==> src/lpm_pkg.sv <==
// constants for the low-power operating mode controller
// assumes one 200 MHz system clock and a synchronous active-high reset
package lpm_pkg;
  // ==========================================================
  // mode encoding
  typedef enum logic [2:0] {
    LPM_NORMAL = 3'h0,
    LPM_HALT   = 3'h1,
    LPM_SLEEP  = 3'h2,
    LPM_SSTOP  = 3'h3,
    LPM_WAKE   = 3'h4
  } lpm_mode_t;

  // ==========================================================
  // control register bit positions used for the sleep gate
  localparam int CCR_BIT_A = 3;
  localparam int CCR_BIT_B = 6;
  localparam int CCR_W = 8;
  localparam int ADDR_W = 20;

  // ==========================================================
  // wake-up restart time, in tenths of a system clock
  localparam int RESTART_TENTHS = 15;
  localparam int RESTART_CYC = (RESTART_TENTHS + 9) / 10;
  localparam logic [1:0] RESTART_CYC_W = 2'(RESTART_CYC);

  // irq vector layout: [0..2] external maskable, [3] nmi, [4..] on-chip
  localparam int N_EXT = 3;
  localparam int N_ONCHIP = 4;
  localparam int N_SRC = N_EXT + 1 + N_ONCHIP;
  localparam int NMI_IDX = N_EXT;
endpackage

==> src/lpm_ctrl.sv <==
// operating mode controller: normal, halt, sleep, peripheral stop, system stop
// assumes the core gives one-cycle instruction strobes; irq pins are async, low active
`timescale 1ns/1ps
module lpm_ctrl #(
  parameter int N_ONCHIP = lpm_pkg::N_ONCHIP
) (
  // clock and reset
  input wire logic i_clk,
  input wire logic i_rst,
  // instruction strobes from the core, one cycle each
  input wire logic i_halt_exec,
  input wire logic i_sleep_exec,
  input wire logic [19:0] i_next_pc,
  // control state
  input wire logic i_peripheral_stop_bit,
  input wire logic [lpm_pkg::CCR_W-1:0] i_cpu_control_register,
  input wire logic i_global_irq_enable_flag,
  // interrupt sources: pins low active, on-chip high active
  input wire logic i_nmi_n,
  input wire logic i_ext_irq_zero_n,
  input wire logic i_ext_irq_one_n,
  input wire logic i_ext_irq_two_n,
  input wire logic [2:0] i_ext_irq_en,
  input wire logic [N_ONCHIP-1:0] i_onchip_irq,
  input wire logic [N_ONCHIP-1:0] i_onchip_irq_en,
  // bus grant to an external master
  input wire logic i_bus_granted,
  // mode and clock gates
  output logic [2:0] o_mode,
  output logic o_cpu_clk_en,
  output logic o_dma_clk_en,
  output logic o_periph_clk_en,
  output logic o_refresh_en,
  output logic o_clk_out_en,
  output logic o_refetch,
  // pins while low power
  output logic o_halt_indicator_n,
  output logic o_bus_status_output,
  output logic o_fetch_cycle_indicator_n,
  output logic o_force_bus_high,
  output logic [19:0] o_addr_idle,
  // resume strobes
  output logic o_resume,
  output logic o_take_irq,
  output logic [2:0] o_irq_sel,
  output logic [19:0] o_return_addr
);
  // ==========================================================
  // pin synchronisers
  logic [3:0] pin_sync;
  lpm_sync #(
    .WIDTH(4)
  ) u_sync (
    .i_clk(i_clk),
    .i_rst(i_rst),
    .i_async({i_nmi_n, i_ext_irq_two_n, i_ext_irq_one_n, i_ext_irq_zero_n}),
    .o_sync(pin_sync)
  );

  logic [2:0] ext_req;
  logic nmi_req;
  logic nmi_prev_reg;
  logic nmi_edge;
  assign ext_req = ~pin_sync[2:0];
  assign nmi_req = ~pin_sync[3];
  // nmi is edge sensitive so a held low does not rewake forever
  assign nmi_edge = nmi_req & ~nmi_prev_reg;

  always_ff @(posedge i_clk) begin
    if (i_rst) begin
      nmi_prev_reg <= 1'b0;
    end else begin
      nmi_prev_reg <= nmi_req;
    end
  end

  // ==========================================================
  // wake qualification
  logic [2:0] ext_ok;
  logic [N_ONCHIP-1:0] chip_ok;
  logic wake_halt;
  logic wake_sleep;
  logic wake_sstop;
  lpm_pkg::lpm_mode_t mode_reg;
  lpm_pkg::lpm_mode_t mode_next;

  // one enable gate per external pin
  for (genvar g = 0; g < lpm_pkg::N_EXT; g++) begin : g_ext
    assign ext_ok[g] = ext_req[g] & i_ext_irq_en[g];
  end
  assign chip_ok = i_onchip_irq & i_onchip_irq_en;
  assign wake_halt = nmi_edge | (|ext_ok) | (|chip_ok);
  assign wake_sleep = nmi_edge | (|ext_ok) | (|chip_ok);
  // on-chip sources are frozen by the stop bit, so only pins wake system stop
  assign wake_sstop = nmi_edge | (|ext_ok);

  // priority: nmi, then ext 0,1,2, then any on-chip source as one code, 4
  function automatic logic [2:0] pick_src(input logic [2:0] e, input logic [N_ONCHIP-1:0] c,
                                          input logic n);
    logic [2:0] s;
    s = 3'h7;
    if (n) begin
      s = 3'h3;
    end else if (e[0]) begin
      s = 3'h0;
    end else if (e[1]) begin
      s = 3'h1;
    end else if (e[2]) begin
      s = 3'h2;
    end else if (|c) begin
      s = 3'h4;
    end
    return s;
  endfunction

  // ==========================================================
  // mode state
  logic sleep_ok;
  logic [1:0] wake_cnt_reg;
  logic wake_irq_reg;
  logic [2:0] wake_src_reg;
  logic wake_from_sstop;
  // last count of the restart delay
  localparam logic [1:0] RESTART_LAST = lpm_pkg::RESTART_CYC_W - 2'h1;

  // sleep only when the stop bit and ccr bits are clear
  assign sleep_ok = ~i_peripheral_stop_bit & ~i_cpu_control_register[lpm_pkg::CCR_BIT_A]
                    & ~i_cpu_control_register[lpm_pkg::CCR_BIT_B];
  assign wake_from_sstop = (mode_reg == lpm_pkg::LPM_SSTOP) & wake_sstop;

  always_comb begin
    mode_next = mode_reg;
    unique case (mode_reg)
      lpm_pkg::LPM_NORMAL: begin
        if (i_halt_exec) begin
          mode_next = lpm_pkg::LPM_HALT;
        end else if (i_sleep_exec && sleep_ok) begin
          mode_next = lpm_pkg::LPM_SLEEP;
        end else if (i_sleep_exec && i_peripheral_stop_bit) begin
          mode_next = lpm_pkg::LPM_SSTOP;
        end
      end
      lpm_pkg::LPM_HALT: begin
        if (wake_halt) begin
          mode_next = lpm_pkg::LPM_NORMAL;
        end
      end
      lpm_pkg::LPM_SLEEP: begin
        if (wake_sleep) begin
          mode_next = lpm_pkg::LPM_WAKE;
        end
      end
      lpm_pkg::LPM_SSTOP: begin
        if (wake_sstop) begin
          mode_next = lpm_pkg::LPM_WAKE;
        end
      end
      lpm_pkg::LPM_WAKE: begin
        if (wake_cnt_reg == RESTART_LAST) begin
          mode_next = lpm_pkg::LPM_NORMAL;
        end
      end
      default: begin
        mode_next = lpm_pkg::LPM_NORMAL;
      end
    endcase
  end

  always_ff @(posedge i_clk) begin
    if (i_rst) begin
      mode_reg <= lpm_pkg::LPM_NORMAL;
    end else begin
      mode_reg <= mode_next;
    end
  end

  // restart delay: 1.5 clocks rounds up to two
  always_ff @(posedge i_clk) begin
    if (i_rst) begin
      wake_cnt_reg <= 2'h0;
    end else if (mode_reg == lpm_pkg::LPM_WAKE) begin
      wake_cnt_reg <= wake_cnt_reg + 2'h1;
    end else begin
      wake_cnt_reg <= 2'h0;
    end
  end

  // ==========================================================
  // latch the wake cause and return address
  logic [19:0] ret_reg;

  always_ff @(posedge i_clk) begin
    if (i_rst) begin
      ret_reg <= 20'h00000;
    end else if (i_halt_exec || i_sleep_exec) begin
      ret_reg <= i_next_pc;
    end
  end

  always_ff @(posedge i_clk) begin
    if (i_rst) begin
      wake_irq_reg <= 1'b0;
      wake_src_reg <= 3'h7;
    end else if ((mode_reg == lpm_pkg::LPM_SLEEP && wake_sleep) || wake_from_sstop) begin
      // nmi is taken regardless; maskable only with the global enable
      wake_irq_reg <= nmi_edge | i_global_irq_enable_flag;
      wake_src_reg <= pick_src(ext_ok, wake_from_sstop ? '0 : chip_ok, nmi_edge);
    end
  end

  // ==========================================================
  // registered outputs
  logic halt_exit;
  logic sleep_exit;
  assign halt_exit = (mode_reg == lpm_pkg::LPM_HALT) & wake_halt;
  assign sleep_exit = (mode_reg == lpm_pkg::LPM_WAKE) & (wake_cnt_reg == RESTART_LAST);

  always_ff @(posedge i_clk) begin
    if (i_rst) begin
      o_resume <= 1'b0;
      o_take_irq <= 1'b0;
    end else begin
      o_resume <= halt_exit | sleep_exit;
      o_take_irq <= halt_exit ? (nmi_edge | i_global_irq_enable_flag)
                              : (sleep_exit & wake_irq_reg);
    end
  end

  // cause and address are refreshed every cycle; a halt cause shows for one cycle, then the latched sleep cause returns
  always_ff @(posedge i_clk) begin
    if (i_rst) begin
      o_irq_sel <= 3'h7;
      o_return_addr <= 20'h00000;
    end else begin
      o_irq_sel <= halt_exit ? pick_src(ext_ok, chip_ok, nmi_edge) : wake_src_reg;
      o_return_addr <= ret_reg;
    end
  end

  // ==========================================================
  // low-power decode shared by the gates and the pins
  function automatic logic mode_gated(input lpm_pkg::lpm_mode_t m);
    return (m == lpm_pkg::LPM_SLEEP) || (m == lpm_pkg::LPM_SSTOP);
  endfunction

  function automatic logic mode_low(input lpm_pkg::lpm_mode_t m);
    return mode_gated(m) || (m == lpm_pkg::LPM_HALT);
  endfunction

  // core, dma and refresh gates and the pin states follow the next mode so they line up with it
  logic low_halt;
  logic low_gated;
  logic low_any;
  assign low_halt = (mode_next == lpm_pkg::LPM_HALT);
  assign low_gated = mode_gated(mode_next);
  assign low_any = mode_low(mode_next);

  // o_mode is the registered copy of the next state
  always_ff @(posedge i_clk) begin
    if (i_rst) begin
      o_mode <= 3'h0;
    end else begin
      o_mode <= mode_next;
    end
  end

  // core, dma and refresh share one gate; the waking state already runs them
  always_ff @(posedge i_clk) begin
    if (i_rst) begin
      o_cpu_clk_en <= 1'b1;
      o_dma_clk_en <= 1'b1;
      o_refresh_en <= 1'b1;
    end else begin
      o_cpu_clk_en <= ~low_gated;
      o_dma_clk_en <= ~low_gated;
      o_refresh_en <= ~low_gated;
    end
  end

  // peripherals follow the stop bit in every mode, so sleep keeps them running
  always_ff @(posedge i_clk) begin
    if (i_rst) begin
      o_periph_clk_en <= 1'b1;
    end else begin
      o_periph_clk_en <= ~i_peripheral_stop_bit;
    end
  end

  // clock output never stops, so external logic keeps its timing
  always_ff @(posedge i_clk) begin
    if (i_rst) begin
      o_clk_out_en <= 1'b1;
    end else begin
      o_clk_out_en <= 1'b1;
    end
  end

  always_ff @(posedge i_clk) begin
    if (i_rst) begin
      o_refetch <= 1'b0;
    end else begin
      o_refetch <= low_halt;
    end
  end

  always_ff @(posedge i_clk) begin
    if (i_rst) begin
      o_halt_indicator_n <= 1'b1;
      o_bus_status_output <= 1'b1;
      o_fetch_cycle_indicator_n <= 1'b1;
    end else begin
      o_halt_indicator_n <= ~low_any;
      // status low in halt, held high in sleep whether or not the bus is granted away
      o_bus_status_output <= ~low_halt;
      o_fetch_cycle_indicator_n <= ~low_halt;
    end
  end

  // a granted bus belongs to the external master, so hands off
  always_ff @(posedge i_clk) begin
    if (i_rst) begin
      o_force_bus_high <= 1'b0;
      o_addr_idle <= 20'hfffff;
    end else begin
      o_force_bus_high <= low_gated & ~i_bus_granted;
      o_addr_idle <= 20'hfffff;
    end
  end
endmodule

==> src/lpm_sync.sv <==
// two-flop synchroniser bank for asynchronous pin inputs
// assumes the inputs are levels, not pulses shorter than a clock
`timescale 1ns/1ps
module lpm_sync #(
  parameter int WIDTH = 8
) (
  // clock and reset
  input wire logic i_clk,
  input wire logic i_rst,
  // pins
  input wire logic [WIDTH-1:0] i_async,
  // synchronised
  output logic [WIDTH-1:0] o_sync
);
  logic [WIDTH-1:0] meta_reg;

  // first stage is read only by the second; reset value is the idle high level
  always_ff @(posedge i_clk) begin
    if (i_rst) begin
      meta_reg <= '1;
      o_sync <= '1;
    end else begin
      meta_reg <= i_async;
      o_sync <= meta_reg;
    end
  end
endmodule

==> config.mk <==
export PLATFORM = sky130hd
export DESIGN_NAME = lpm_ctrl
export DESIGN_NICKNAME = d
export VERILOG_FILES = /design/src/lpm_pkg.sv /design/src/lpm_ctrl.sv /design/src/lpm_sync.sv
export SDC_FILE = /design/constraint.sdc
export NUM_CORES = 1
export LEC_CHECK = 0
export BUFFER_PORTS_ARGS = -buffer_cell sky130_fd_sc_hd__buf_4
export CAP_MARGIN = 20
export CORE_ASPECT_RATIO = 1.2
export CORE_MARGIN = 1
export CORE_UTILIZATION = 42
export CTS_CLUSTER_DIAMETER = 80
export DETAILED_ROUTE_END_ITERATION = 6
export GPL_ROUTABILITY_DRIVEN = 0
export PLACE_DENSITY_LB_ADDON = 0.12
export SLEW_MARGIN = 20
export SYNTH_ARGS = -nofsm -noshare
export SYNTH_HDL_FRONTEND = slang
export SYNTH_SLANG_ARGS = --single-unit
export TNS_END_PERCENT = 10
==> constraint.sdc <==
create_clock -name i_clk -period 1.55 [get_ports i_clk]
set_input_delay 0.2325 -clock i_clk [delete_from_list [all_inputs] [get_ports i_clk]]
set_output_delay 0.2325 -clock i_clk [all_outputs]
set_load 0.005 [all_outputs]
* After elaboration in Yosys (flattened, before gate mapping) *
Cells that the tools add are included.

cells by class
  bitwise logic cells = 27
  muxes and demuxes = 21
  reduce and logical (&&, ||, !) cells = 12
  equal/unequal tests = 8
  add/sub/neg operators = 1

operators by type and width
  kind                                                  count
  2-to-1 mux 3 bit                                      16
  one-hot mux 3 bit (5 select lines)                    1
  equality test 3 x 2 -> 1 bit (second input constant)  4
  AND 1 bit                                             11
  inverter 1 bit                                        10
  OR reduction 4 bit                                    2
  equality test 3 x 1 -> 1 bit (second input constant)  2
  AND 4 bit                                             1
  logical OR 1 bit                                      4
  2-to-1 mux 2 bit                                      2
  2-to-1 mux 4 bit                                      1
  OR 1 bit                                              4
  equality test 3 bit (second input constant)           1
  logical AND 1 bit                                     3
  logical NOT 3 bit                                     1
  inverter 3 bit                                        1
  OR reduction 3 bit                                    1
  adder 2 x 1 -> 2 bit (second input constant)          1
  equality test 2 x 1 -> 1 bit (second input constant)  1
  OR reduction 2 bit                                    1
  2-to-1 mux 1 bit                                      1

word-level totals
  bits of input ports = 50
  logic and storage cells = 87
  bits in registers = 69

* Depth between registers and ports, before layout *
  word-level depth = 12
  mapped depth = 6
  depth with buffers taken out = 6

* Modules after synthesis *
A second synthesis with hierarchy kept.

second synthesis, totals
  cells, all modules = 275
  area total of the unflattened synthesis = 2529.9 µm²

by module, submodules not included
  module    area each (µm²)  times used  cells an instance
  lpm_ctrl  2319.7           1           259
  lpm_sync  210.2            1           16

* Least setup slack after synthesis *
OpenSTA, ideal clock, no wires.

  kind = flip-flop to flip-flop
  start = register u_sync.o_sync[2]
  end = register wake_src_reg[1]
  setup time = 0.120 ns
  period minus slack after synthesis = 1.598 ns
  setup slack = -0.048 ns
  stages on the path, launching flop included = 6
  arrival time = 1.478 ns
  required time = 1.430 ns
  path through = dfxtp_1 and2b_4 or4_4 o21ai_4 nor2_1 a211o_1

between the ends
  cells in the longest elaborated chain, start to end = 12

RTL lines
  element                   line                            source
  start: declaration        lpm_sync.sv:13                  output logic [WIDTH-1:0] o_sync
  start signal: assignment  lpm_sync.sv:24                  o_sync <= meta_reg;
  inverter 3 bit *          lpm_ctrl.sv:64                  assign ext_req = ~pin_sync[2:0];
  AND 1 bit *               lpm_ctrl.sv:89                  assign ext_ok[g] = ext_req[g] & i_ext_irq_en[g];
  OR reduction 3 bit        lpm_ctrl.sv:93, lpm_ctrl.sv:95
  OR 1 bit                  lpm_ctrl.sv:93, lpm_ctrl.sv:95
  AND 1 bit                 lpm_ctrl.sv:129                 assign wake_from_sstop = (mode_reg == lpm_pkg::LPM_SSTOP) & wake_sstop;
  2-to-1 mux 4 bit          lpm_ctrl.sv:207                 wake_src_reg <= pick_src(ext_ok, wake_from_sstop ? '0 : chip_ok, nmi_edge);
  OR reduction 4 bit        lpm_ctrl.sv:110                 end else if (|c) begin
  2-to-1 mux 2 bit          lpm_ctrl.sv:110
  2-to-1 mux 3 bit          lpm_ctrl.sv:108                 end else if (e[2]) begin
  2-to-1 mux 3 bit          lpm_ctrl.sv:106                 end else if (e[1]) begin
  2-to-1 mux 3 bit          lpm_ctrl.sv:104                 end else if (e[0]) begin
  2-to-1 mux 3 bit          lpm_ctrl.sv:102                 if (n) begin
  end signal: assignment    lpm_ctrl.sv:207
  end: declaration          lpm_ctrl.sv:121                 logic [2:0] wake_src_reg;

Mark *: on every way between the ends. The rest lies on a longest branch, timed or not.
A chain may end at the register's enable or synchronous reset.

* Final worst setup path *
Ends and elaborated chain as after synthesis.

==> qor.yml <==
status: "finished with violations"
failed_checks: "negative setup slack"
min_to: "o_force_bus_high"
whs_ns: 0.04255
viasPerCell: 4.401
die_y_um: 86.62
p_switching_w: 0.0008935
vias: 1954
avgSynthCellArea_um2: 9.351
synthArstFlopShare: 0
endpoint_kind: "flip-flop"
start_util: 0.4393
fin_crit_sh: 1.038
rsz0062_at_grt: "true"
power.total_w: 0.003794
reg2reg_from: "u_sync.o_sync[2]"
p_leak_nw: 1.584
antenna_found_initial: 0
drt-pass1-iter-count: 5
drt-initial-drc-count: 78
crit_arrival_ns: 1.84
grt_pass1_vias: 1810
ant_nets: 0
port_buffers: 80
worstHoldStart: "i_bus_granted"
rrSetupSlack_ns: -0.06
dp_cells: 427
core.rowCount: 30
ir_drop_v: 0.0005237
critPathMaxFanout: 4
post-route-cell-area_um2: 3377
synth-edff-count: 0
start_kind: "flip-flop"
path_class: "reg2reg"
power_frac_clock: 0.383
coreArea_um2: 5705
max_cap_violations: 0
die_x_um: 72.52
swShare: 0.2355
hold_viol_final: 0
fin_crit_ns: 1.609
fin_cells: 444
synth_area_um2: 2506
cts_tree: "built"
yosysWarnings: 0
setup_slack_ns: -0.05887
overflow: 0
io_pins: 108
setup_viol: 4
clockBufferDepth: 2
yosysTopAreaCell: "dfxtp_1"
cts_sinks: 69
skew_ns: 0.004424
crit-reg2reg-capture: "wake_src_reg[1]"
fillers: 530
synth_ff_type: "dfxtp_1"
synth_top_area_frac: 0.5512
grt.total_usage: 0.1616
seq_power_share: 0.502
p_per_area_nw_per_um2: 1123
r2r_cells: 5
hpwl_um: 3270
wl_per_cell_um: 10.59
drc: 0
grt_max_degree: 40
cts_htree_levels: 3
syn-instance-count: 268
clock_latency_ns: 0.34
comb_power_share: 0.115
layout.nets: 410
area_growth_syn_to_layout_pct: 34.75
worstHoldPathType: "in2reg"
ys_seq_elements: 69
root_buffer: "clkbuf_8"
ys_types: 35
drive_above_1_share: 0.3571
cp.required_ns: 1.78
drt_wl_total_um: 4703
intPower_w: 0.002900
ys_seq_area_frac: 0.5512
dieArea_um2: 6281
slew_viol_final: 0
path_clk_slew_ns: 0.07
max_freq_ghz: 0.6216
num_antenna_cells: 0
dpl_cell_area_um2: 3169
synth_area_leaders: "dfxtp_1 55%, buf_4 7.2%, nand2_1 6.4%, nor2b_1 5.7%, a21oi_1 5.0%"
numCtsBuffers: 9
grt_pass1_wl_um: 7624
hold_depth: 2
finalSetupTns_ns: -0.1298
per-stage QoR:
stage	utilization	setup WS [ns]
floorplan	-	-0.02212
global placement	0.5555	-0.1138
detailed placement	0.5555	-0.1414
CTS	0.5917	-0.09424
global route	0.5919	-0.1063
finish	0.5919	-0.05887
critical path, cell delays in order, from the launching register on:
cell	delay, ns
dfxtp_1	0.30
and2b_4	0.18
or4_4	0.50
o21ai_4	0.18
nor2_1	0.07
a211o_1	0.27
synthesized netlist by cell type, types with 2 or more instances:
| master | count |
|---|---|
| a211o_1 | 3 |
| a21oi_1 | 25 |
| a22o_1 | 2 |
| buf_4 | 24 |
| clkbuf_1 | 12 |
| dfxtp_1 | 69 |
| inv_1 | 3 |
| nand2_1 | 43 |
| nand2b_1 | 5 |
| nor2_1 | 21 |
| nor2b_1 | 23 |
| o211a_1 | 3 |
| o21bai_1 | 2 |
| o22ai_1 | 2 |
| or2_2 | 11 |
power by group through the flow:
stage          Clock [W]  Sequential, W  Combinational, W
2_1_floorplan          0        0.00194          0.000250
3_3_place_gp           0        0.00194          0.000433
3_5_place_dp           0        0.00195          0.000437
4_1_cts          0.00150        0.00191          0.000440
5_1_grt          0.00157        0.00192          0.000484
6_report         0.00145        0.00191          0.000435
layout make-up:
type / instances / area, um2 / share of cell area
multi-input combinational: 180 / 963.4 / 0.2853
inverter: 3 / 11.26 / 0.003335
timing repair buffer: 96 / 720.7 / 0.2134
sequential: 69 / 1383 / 0.4094
clock buffer: 10 / 137.6 / 0.04076
tap: 80 / 100.1 / 0.02964
clock inverter: 6 / 61.31 / 0.01815
cell usage in the layout (no fill, tap or decap), types with 2 or more instances in the layout:
| cell | count |
|---|---|
| o21bai_1 | 2 |
| nand2_1 | 43 |
| nor2b_1 | 23 |
| nor2_1 | 21 |
| clkinv_2 | 3 |
| dfxtp_1 | 68 |
| a211o_1 | 3 |
| a21oi_1 | 25 |
| clkbuf_8 | 10 |
| o22ai_1 | 2 |
| buf_4 | 96 |
| conb_1 | 21 |
| o211a_1 | 3 |
| a22o_1 | 2 |
| inv_1 | 3 |
| nand2b_1 | 5 |
| or2_2 | 11 |
logic make-up (layout without fill, tap and decap cells):
logic type      count (synthesis)  in the layout  synth area share
fa+ha+maj                       1              1          0.004992
mux                             1              1          0.003994
buf+inv                        39            115           0.09436
other cells                     1             21          0.001496
simple gates                  112            112            0.2232
compound gates                 45             45            0.1208
flops                          69             69            0.5512
worst max-delay path by stage:
stage	startpoint	to	slack [ns]	cells after the start
6_report	u_sync.o_sync[2]	wake_src_reg[1]	-0.06	5
5_1_grt	u_sync.o_sync[2]	wake_src_reg[1]	-0.11	5
4_1_cts	u_sync.o_sync[2]	wake_src_reg[1]	-0.09	5
3_5_place_dp	i_ext_irq_en[1]	wake_src_reg[1]	-0.14	6
3_3_place_gp	i_ext_irq_en[1]	wake_src_reg[1]	-0.11	6
2_1_floorplan	u_sync.o_sync[2]	wake_src_reg[1]	-0.02	5
layer usage:
metal	vias up	GRT usage	wire length, um
met2	71	0.2778	2269
met4	0	0.08913	114
met3	14	0.06279	315
met5	-	0	0
met1	865	0.1673	2003
li1	1004	-	-
repair_timing:
item	4_1_cts	5_1_grt
resized for setup	0	1
hold buffers	0	0
pin swaps	1	1
setup buffers	1	0
endpoints found under the setup margin	4	11
(Power assumes the default switching activity.)
